===== config.mk =====
export PLATFORM = sky130hd
export DESIGN_NAME = wdt_ctrl
export DESIGN_NICKNAME = d
export VERILOG_FILES = /design/src/hdl/wdt_pkg.sv /design/src/hdl/wdt_ctrl.sv /design/src/hdl/wdt_tick_div.sv /design/src/hdl/wdt_timeout_counter.sv
export SDC_FILE = /design/constraint.sdc
export NUM_CORES = 1
export LEC_CHECK = 0
export BUFFER_PORTS_ARGS = -buffer_cell sky130_fd_sc_hd__buf_2
export CORE_ASPECT_RATIO = 0.9
export CORE_MARGIN = 2
export CORE_UTILIZATION = 52
export DETAILED_ROUTE_END_ITERATION = 7
export PLACE_DENSITY = 0.85
export SLEW_MARGIN = 20
export SYNTH_ARGS = -nofsm -noshare
export SYNTH_HDL_FRONTEND = slang
export SYNTH_SLANG_ARGS = --single-unit

===== constraint.sdc =====
create_clock -name REF_CLK -period 3 [get_ports REF_CLK]
set_clock_uncertainty 0.2 [all_clocks]
set_input_delay 0.3 -clock REF_CLK [delete_from_list [all_inputs] [get_ports REF_CLK]]
set_output_delay 0.3 -clock REF_CLK [all_outputs]
set_load 0.01 [all_outputs]

===== src/hdl/wdt_pkg.sv =====
// constants, types and helper functions shared by the watchdog timer block
// ====================================================================
package wdt_pkg;

  // ==================================================================
  // register map
  localparam logic [1:0] WDT_CTRL_OFFSET = 2'h0;
  localparam logic [7:0] WDT_CTRL_RESET = 8'h00;
  localparam int WDT_BIT_IRQ_FLAG = 7;
  localparam int WDT_BIT_IRQ_EN = 6;
  localparam int WDT_BIT_PERIOD3 = 5;
  localparam int WDT_BIT_CHANGE_EN = 4;
  localparam int WDT_BIT_RESET_EN = 3;
  localparam int WDT_BIT_PERIOD_HI = 2;
  localparam int WDT_BIT_PERIOD_LO = 0;

  // ==================================================================
  // timing
  localparam int unsigned WDT_CLK_FREQ_HZ = 200_000_000;
  localparam int unsigned WDT_OSC_FREQ_HZ = 128_000;
  // oscillator period rounded down to whole bus clock cycles
  localparam int unsigned WDT_TICK_CYCLES = WDT_CLK_FREQ_HZ / WDT_OSC_FREQ_HZ;
  localparam int WDT_TICK_W = 12;
  localparam logic [2:0] WDT_CHANGE_WINDOW = 3'h4;
  localparam int WDT_CNT_W = 20;
  localparam logic [20:0] WDT_BASE_TIMEOUT = 21'h00_0800;
  localparam logic [3:0] WDT_PERIOD_MAX_CODE = 4'h9;

  // ==================================================================
  // operating modes, one-hot
  typedef enum logic [3:0] {
    WDT_MODE_STOP = 4'b0001,
    WDT_MODE_IRQ = 4'b0010,
    WDT_MODE_RESET = 4'b0100,
    WDT_MODE_BOTH = 4'b1000
  } wdt_mode_e;

  // last count value of a period; reserved codes clamp to the longest
  function automatic logic [WDT_CNT_W-1:0] wdt_period_last(input logic [3:0] code);
    logic [3:0] c;
    logic [20:0] span;
    c = (code > WDT_PERIOD_MAX_CODE) ? WDT_PERIOD_MAX_CODE : code;
    span = WDT_BASE_TIMEOUT << c;
    wdt_period_last = WDT_CNT_W'(span - 21'h00_0001);
  endfunction

  // fuse low means programmed and forces reset mode
  function automatic wdt_mode_e wdt_mode(input logic fuse, input logic re, input logic ie);
    if (!fuse) begin
      wdt_mode = WDT_MODE_RESET;
    end else begin
      unique case ({re, ie})
        2'b00: wdt_mode = WDT_MODE_STOP;
        2'b01: wdt_mode = WDT_MODE_IRQ;
        2'b10: wdt_mode = WDT_MODE_RESET;
        default: wdt_mode = WDT_MODE_BOTH;
      endcase
    end
  endfunction

endpackage


===== src/hdl/wdt_ctrl.sv =====
// watchdog timer top: control/status register, mode logic, reset and irq
`timescale 1ns/1ps
module wdt_ctrl #(
  parameter int unsigned TICK_DIV = wdt_pkg::WDT_TICK_CYCLES
) (
  input wire logic REF_CLK, // 200 MHz bus clock
  input wire logic NRST, // synchronous reset, active low
  input wire logic [1:0] ADDR, // register address
  input wire logic [7:0] WDATA, // write data
  input wire logic WR, // write strobe
  input wire logic RD, // read strobe
  output logic [7:0] RDATA, // read data, cycle after RD
  input wire logic ALWAYS_ON_FUSE, // 0 = programmed
  input wire logic RESET_CAUSE_FLAG, // watchdog reset cause held outside
  input wire logic GLOBAL_IRQ_EN, // core global interrupt enable
  input wire logic IRQ_VECTOR_ACK, // core enters watchdog vector
  input wire logic WDOG_RESTART, // restart instruction executed
  output logic IRQ_REQ, // interrupt request to core
  output logic SYS_RESET // one-cycle system reset request
);
  import wdt_pkg::*;

  // ==================================================================
  // state
  typedef struct packed {
    logic irq_flag;
    logic irq_en;
    logic reset_en;
    logic change_en;
    logic [2:0] change_cnt;
    logic [3:0] period;
    logic sys_reset;
    logic [7:0] rdata;
  } wdt_ctrl_s;

  wdt_ctrl_s st_q, st_d;

  logic tick;
  logic expire;
  logic reset_en_eff;
  logic irq_en_eff;
  logic ctrl_wr;
  logic [3:0] wr_period;
  wdt_mode_e mode;

  // ==================================================================
  // effective control bits
  // reset cause forces reset enable
  assign reset_en_eff = st_q.reset_en | RESET_CAUSE_FLAG | ~ALWAYS_ON_FUSE;
  assign irq_en_eff = st_q.irq_en & ALWAYS_ON_FUSE;
  // mode from enables, fuse forces reset
  assign mode = wdt_mode(ALWAYS_ON_FUSE, reset_en_eff, irq_en_eff);

  assign ctrl_wr = WR && (ADDR == WDT_CTRL_OFFSET);
  assign wr_period = {WDATA[WDT_BIT_PERIOD3], WDATA[WDT_BIT_PERIOD_HI:WDT_BIT_PERIOD_LO]};

  // ==================================================================
  // oscillator tick and time-out counter
  // oscillator rate as a tick enable
  wdt_tick_div #(
    .TICK_DIV(TICK_DIV)
  ) u_div (
    .clk(REF_CLK),
    .nrst(NRST),
    .tick(tick)
  );

  wdt_timeout_counter u_cnt (
    .clk(REF_CLK),
    .nrst(NRST),
    .tick(tick),
    .run(mode != WDT_MODE_STOP),
    .restart(WDOG_RESTART),
    .period_code(st_q.period),
    .expire(expire)
  );

  // ==================================================================
  // register updates and expiry actions
  always_comb begin
    st_d = st_q;
    st_d.sys_reset = 1'b0;

    if (st_q.change_en) begin
      if (st_q.change_cnt == 3'h1) begin
        st_d.change_en = 1'b0;
        st_d.change_cnt = 3'h0;
      end else begin
        st_d.change_cnt = st_q.change_cnt - 3'h1;
      end
    end

    if (ctrl_wr) begin
      if (WDATA[WDT_BIT_IRQ_FLAG]) begin
        st_d.irq_flag = 1'b0;
      end
      st_d.irq_en = WDATA[WDT_BIT_IRQ_EN];
      if (WDATA[WDT_BIT_RESET_EN]) begin
        st_d.reset_en = 1'b1;
      end else if (st_q.change_en) begin
        st_d.reset_en = 1'b0;
      end
      if (st_q.change_en) begin
        st_d.period = wr_period;
      end
      // writing one opens a four-cycle window
      if (WDATA[WDT_BIT_CHANGE_EN]) begin
        st_d.change_en = 1'b1;
        st_d.change_cnt = WDT_CHANGE_WINDOW;
      end
    end

    if (IRQ_VECTOR_ACK) begin
      st_d.irq_flag = 1'b0;
      if (mode == WDT_MODE_BOTH) begin
        st_d.irq_en = 1'b0;
      end
    end

    // expiry last, so a set beats any clear in the same cycle
    if (expire) begin
      unique case (mode)
        WDT_MODE_STOP: begin
        end
        WDT_MODE_IRQ: begin
          st_d.irq_flag = 1'b1;
        end
        WDT_MODE_RESET: begin
          st_d.sys_reset = 1'b1;
        end
        WDT_MODE_BOTH: begin
          if (st_q.irq_flag) begin
            st_d.sys_reset = 1'b1;
          end else begin
            st_d.irq_flag = 1'b1;
          end
        end
      endcase
    end

    // read data stands only in the cycle after RD
    st_d.rdata = 8'h00;
    if (RD && ADDR == WDT_CTRL_OFFSET) begin
      st_d.rdata[WDT_BIT_IRQ_FLAG] = st_q.irq_flag;
      st_d.rdata[WDT_BIT_IRQ_EN] = irq_en_eff;
      st_d.rdata[WDT_BIT_PERIOD3] = st_q.period[3];
      st_d.rdata[WDT_BIT_CHANGE_EN] = st_q.change_en;
      st_d.rdata[WDT_BIT_RESET_EN] = reset_en_eff;
      st_d.rdata[WDT_BIT_PERIOD_HI:WDT_BIT_PERIOD_LO] = st_q.period[2:0];
    end
  end

  // ==================================================================
  // state register
  always_ff @(posedge REF_CLK) begin
    if (!NRST) begin
      st_q <= '0;
    end else begin
      st_q <= st_d;
    end
  end

  // ==================================================================
  // outputs
  // request gated by enable and global enable
  assign IRQ_REQ = st_q.irq_flag & irq_en_eff & GLOBAL_IRQ_EN;
  assign SYS_RESET = st_q.sys_reset;
  assign RDATA = st_q.rdata;

  logic wr_change;
  assign wr_change = ctrl_wr && WDATA[WDT_BIT_CHANGE_EN];
endmodule


===== src/hdl/wdt_tick_div.sv =====
// divider turning the bus clock into the watchdog oscillator tick
`timescale 1ns/1ps
module wdt_tick_div #(
  parameter int unsigned TICK_DIV = wdt_pkg::WDT_TICK_CYCLES
) (
  input wire logic clk, // bus clock
  input wire logic nrst, // synchronous reset, active low
  output logic tick // one-cycle oscillator tick
);
  import wdt_pkg::*;

  typedef struct packed {
    logic [WDT_TICK_W-1:0] cnt;
    logic tick;
  } wdt_div_s;

  wdt_div_s st_q, st_d;

  // ==================================================================
  // free-running divider
  always_comb begin
    st_d = st_q;
    st_d.tick = 1'b0;
    if (st_q.cnt == WDT_TICK_W'(TICK_DIV - 1)) begin
      st_d.cnt = '0;
      st_d.tick = 1'b1;
    end else begin
      st_d.cnt = st_q.cnt + 1'b1;
    end
  end

  always_ff @(posedge clk) begin
    if (!nrst) begin
      st_q <= '0;
    end else begin
      st_q <= st_d;
    end
  end

  assign tick = st_q.tick;
endmodule


===== src/hdl/wdt_timeout_counter.sv =====
// time-out counter running on oscillator ticks
`timescale 1ns/1ps
module wdt_timeout_counter (
  input wire logic clk, // bus clock
  input wire logic nrst, // synchronous reset, active low
  input wire logic tick, // oscillator tick enable
  input wire logic run, // watchdog not stopped
  input wire logic restart, // restart instruction pulse
  input wire logic [3:0] period_code, // selected period code
  output logic expire // one-cycle expiry pulse
);
  import wdt_pkg::*;

  typedef struct packed {
    logic [WDT_CNT_W-1:0] cnt;
    logic expire;
  } wdt_cnt_s;

  wdt_cnt_s st_q, st_d;

  // ==================================================================
  // counting; >= so a shortened period expires at once rather than wrap
  always_comb begin
    st_d = st_q;
    st_d.expire = 1'b0;
    if (restart || !run) begin
      st_d.cnt = '0;
    end else if (tick) begin
      if (st_q.cnt >= wdt_period_last(period_code)) begin
        st_d.cnt = '0;
        st_d.expire = 1'b1;
      end else begin
        st_d.cnt = st_q.cnt + 1'b1;
      end
    end
  end

  always_ff @(posedge clk) begin
    if (!nrst) begin
      st_q <= '0;
    end else begin
      st_q <= st_d;
    end
  end

  assign expire = st_q.expire;
endmodule


==> summary.txt <==
Global route
  – Congestion Overflow GR: 0
  – Via count of the first global-routing pass: 2002
  – Overall track demand over capacity in global routing: 0.194
  – Maximum number of pins on one net before global-route repair: 17
  – Antenna violations before repair: 0
  – First-pass GRT wire length: 8870 µm

Critical path
  – Worst-path cell with the longest stage delay: sky130_fd_sc_hd__dfxtp_2
  – Crit-path cells: nor2_2 > nand2_1 > ha_4 > mux2_2 > a32oi_2 > ha_1 > nand4_1 > nand2b_1 > a221oi_4 > buf_12 > o21bai_4 > buf_12 > nor2_1
  – Worst R2R Start: st_q[9]
  – Setup slack on the worst flop-to-flop path: 0.1 ns
  – Highest fanout seen on the critical path: 15
  – Data arrival time at the worst-slack endpoint: 2.95 ns
  – Number of cells traversed by the worst register-to-register path: 13
  – Critical R2R Capture: u_cnt.st_q[20]
  – Setup crit start kind: flop
  – Required time of the worst setup path: 3.05 ns
  – Capturing element type of the critical path: flop
  – Worst setup path start: st_q[9]
  – Critical Setup Path Class: reg -> reg
  – Largest stage delay on the critical path: 0.35 ns
  – CP dominant cell by count: sky130_fd_sc_hd__buf_12
  – Worst setup path end: u_cnt.st_q[20]

Layout
  – Net count of the finished layout: about 370
  – Area of the multi-input gates: 1480 µm²
  – Number of inserted diodes: 0
  – Post-route insts no fill: 398
  – Area grow syn2layout: 15.0%
  – Layout cell share with drive strength beyond 1: 0.183
  – Seq. cell area: 1090 µm²
  – Layout fillers: 406

Clocking
  – Clk pin slew, worst setup/hold paths: around 0.090 ns
  – CTS tree: done
  – H-tree levels: 2
  – Library cell used as clock root buffer: sky130_fd_sc_hd__clkbuf_8
  – Clock network latency to the later pin of the worst-skew pair: about 0.31 ns
  – CTS Sinks: 54
  – Max Root-Sink Buffers: 2
  – Total clock buffers created by CTS: 5

Power and ir drop
  – Sw Pwr: 0.000281 W
  – Internal power summed over all cells: 0.00100 W
  – Proportion of power drawn by the clock network: 0.378
  – Switching share of power: 0.219
  – Sequential Power Share: 0.569
  – Worst ir drop on vdd: 0.304 mV
  – Static leakage power: 1.18 nW
  – Power density normalized to cell area: 423 nW/µm²
  – Part of the power in combinational logic: 0.054

Synthesis
  – Average cell area after synthesis: 8.78 µm²
  – Number of warnings printed during yosys synthesis: 0
  – Cell area after synthesis: 2640 µm²
  – Net count after synthesis: 335
  – Post-Syn Instances: 301
  – Post-synth top flop: sky130_fd_sc_hd__dfxtp_1
  – Flop and latch count out of synthesis: 54
  – Netlist cell types: 45
  – Share of synthesized registers carrying an async set or reset: 0
  – Number of enable-type register cells in the synthesized netlist: 0
  – Seq/Total Area, Yosys: 0.409

Run
  – Number of violations of the max-capacitance limit: 0

Drt
  – Drt first pass iters: 4
  – Via density: between 5 and 6
  – Per-cell routed wire length: approximately 14 µm
  – Via Count: ~2200
  – DR DRC count: 0
  – Starting DRT DRC Count: 79
  – Post-detailed-route count of antenna-violating nets: 0
  – Total length of routed wires: 5380 µm

Placement
  – Routability congestion estimate: approximately 0.87
  – Cell count after placement: 384
  – Buffers added on ports: 28
  – DP HPWL: 3740 µm

Hold path
  – Hold Crit Class: in -> reg

Floorplan
  – Core outline area: 4860 µm²
  – Starting utilization of the core area: 0.543
  – Die height: 71.6 µm
  – I/O Pins: 29
  – Std cell rows: 24
  – Horizontal die dimension: 79.1 µm
  – Area of the die: about 5700 µm²

Timing
  – Min Hold Slack: 0.0224 ns
  – Worst Tran Pin Value: 0.703 ns
  – Number of endpoints with negative hold slack in the final report: 0
  – Worst slew margin: 0.528
  – Share of the clock period used by the worst path after layout: 0.968
  – Peak Freq: 0.344 GHz
  – Post-layout min period: approximately 2.9 ns
  – Final count of pins violating max slew: 0
  – Endpoints failing setup: 0

Status
  – Run status: completed
==> per-stage QoR <==
step           TNS, ns  power, W  area [µm²]   util  setup WS, ns
2_1_floorplan        0  0.000787        2640      -        0.0641
3_3_place_gp         0  0.000807        2800  0.575        0.0624
3_5_place_dp    -0.512  0.000809        2800  0.575       -0.0509
4_1_cts              0   0.00129        2950  0.606        0.0267
5_1_grt         -0.726   0.00133        3040  0.624       -0.0556
6_report             0   0.00129        3040  0.624        0.0952
==> area by class of cell <==
cell class | count | share of cell area
Multi-Input combinational cell | 224 | 0.488
Sequential cell | 54 | 0.357
Timing Repair Buffer | 38 | 0.0807
Tap cell | 65 | 0.0268
Clock buffer | 6 | 0.0239
Clock inverter | 2 | 0.0124
Inverter | 9 | 0.0111
==> critical path: cells and delay by family (launching register included) <==
kind                     cells  cell delay, ns
buffers and inverters        2            0.31
adder cells (fa/ha/maj)      2            0.46
AO/OA/AOI/OAI                3            0.57
multiplexers                 1            0.26
AND/OR/NAND/NOR              5            0.70
flip-flops                   1            0.35
==> layer usage <==
layer | share of wire | track usage
met1 | 0.46 | 0.258
met2 | 0.48 | 0.318
met3 | 0.044 | 0.0378
met4 | 0.015 | 0.0670
met5 | 0 | 0
==> synthesized netlist by cell type (2+ instances only) <==
library cell               count  area (µm²)
sky130_fd_sc_hd__xnor2_1      10        87.6
sky130_fd_sc_hd__mux2_2        3        33.8
sky130_fd_sc_hd__and2_1        8        50.1
sky130_fd_sc_hd__and4_1        6        52.6
sky130_fd_sc_hd__nor3_1        7        35.0
sky130_fd_sc_hd__nand3_1      17        85.1
sky130_fd_sc_hd__nand3b_1      4        30.0
sky130_fd_sc_hd__nand2b_1      2        12.5
sky130_fd_sc_hd__nor4_1        2        12.5
sky130_fd_sc_hd__clkbuf_1      3        11.3
sky130_fd_sc_hd__nand4b_1      2        17.5
sky130_fd_sc_hd__nand4_1       8        50.1
sky130_fd_sc_hd__nand2_1      31         116
sky130_fd_sc_hd__buf_4         9        67.6
sky130_fd_sc_hd__ha_1         15         188
sky130_fd_sc_hd__nor2_1       42         158
sky130_fd_sc_hd__a22oi_1       2        15.0
sky130_fd_sc_hd__dfxtp_1      54        1080
sky130_fd_sc_hd__xor2_1       17         149
sky130_fd_sc_hd__a21oi_1      16        80.1
sky130_fd_sc_hd__and3_1        5        31.3
sky130_fd_sc_hd__inv_1         8        30.0
sky130_fd_sc_hd__o21ai_0       8        40.0
==> state kept, by name, summed over array words and instances (netlist names) <==
register      cells
u_cnt.expire      1
u_div.st_q       12
RDATA             8
u_div.tick        1
u_cnt.st_q       20
st_q             11
SYS_RESET         1
==> cells in the final DEF, fill, tap and decap left out, types with 2 or more instances in the layout <==
cell type,synthesis,layout
sky130_fd_sc_hd__nand2_1,31,31
sky130_fd_sc_hd__nand3b_1,4,4
sky130_fd_sc_hd__inv_1,8,8
sky130_fd_sc_hd__nand3_1,17,17
sky130_fd_sc_hd__buf_12,0,2
sky130_fd_sc_hd__a21oi_1,16,16
sky130_fd_sc_hd__o21ai_0,8,7
sky130_fd_sc_hd__buf_2,1,28
sky130_fd_sc_hd__nand4_1,8,8
sky130_fd_sc_hd__nand2b_1,2,2
sky130_fd_sc_hd__nor4_1,2,2
sky130_fd_sc_hd__dfxtp_1,54,50
sky130_fd_sc_hd__and4_1,6,6
sky130_fd_sc_hd__a22oi_1,2,2
sky130_fd_sc_hd__mux2_2,3,3
sky130_fd_sc_hd__xnor2_1,10,10
sky130_fd_sc_hd__nand4b_1,2,2
sky130_fd_sc_hd__clkbuf_8,0,5
sky130_fd_sc_hd__buf_4,9,6
sky130_fd_sc_hd__nor3_1,7,7
sky130_fd_sc_hd__xor2_1,17,17
sky130_fd_sc_hd__and2_1,8,8
sky130_fd_sc_hd__dfxtp_2,0,4
sky130_fd_sc_hd__nor2_1,42,40
sky130_fd_sc_hd__and3_1,5,5
sky130_fd_sc_hd__dlygate4sd3_1,0,2
sky130_fd_sc_hd__ha_1,15,14
==> cells by family after synthesis <==
family / after synthesis / share of synthesized area
AO/OA/AOI/OAI: 39 / 0.102
adder cells (fa/ha/maj): 15 / 0.0711
multiplexers: 3 / 0.0128
XOR/XNOR: 27 / 0.0895
buffers and inverters: 23 / 0.0488
AND/OR/NAND/NOR: 140 / 0.267
flip-flops: 54 / 0.409
==> worst min-delay path by stage <==
stage / cells past startpoint / end / startpoint
after floorplan: 1 / RDATA[5] / ADDR[1]
after global placement: 2 / SYS_RESET / u_cnt.expire
after detailed placement: 2 / SYS_RESET / u_cnt.expire
after CTS: 3 / st_q[18] / WDATA[6]
after global routing: 3 / st_q[18] / WDATA[6]
final: 3 / st_q[18] / WDATA[6]
==> power by group through the flow <==
stage,sequential (W),clock (W),combinational (W)
2_1_floorplan,0.000744,0,0.0000430
4_1_cts,0.000731,0.000491,0.0000627
3_3_place_gp,0.000748,0,0.0000596
3_5_place_dp,0.000748,0,0.0000613
5_1_grt,0.000733,0.000519,0.0000772
6_report,0.000731,0.000486,0.0000690
==> repair_timing <==
| item | 4_1_cts | 5_1_grt |
|---|---|---|
| resized for setup | 2 | 13 |
| hold endpoints to repair | 1 | 0 |
| cloned | 0 | 0 |
| hold buffers | 2 | 0 |
| pin swaps | 1 | 9 |
| buffers inserted | 1 | 3 |
| endpoints found under the setup margin | 20 | 21 |
No activity file was read; power rests on OpenSTA's default activity.
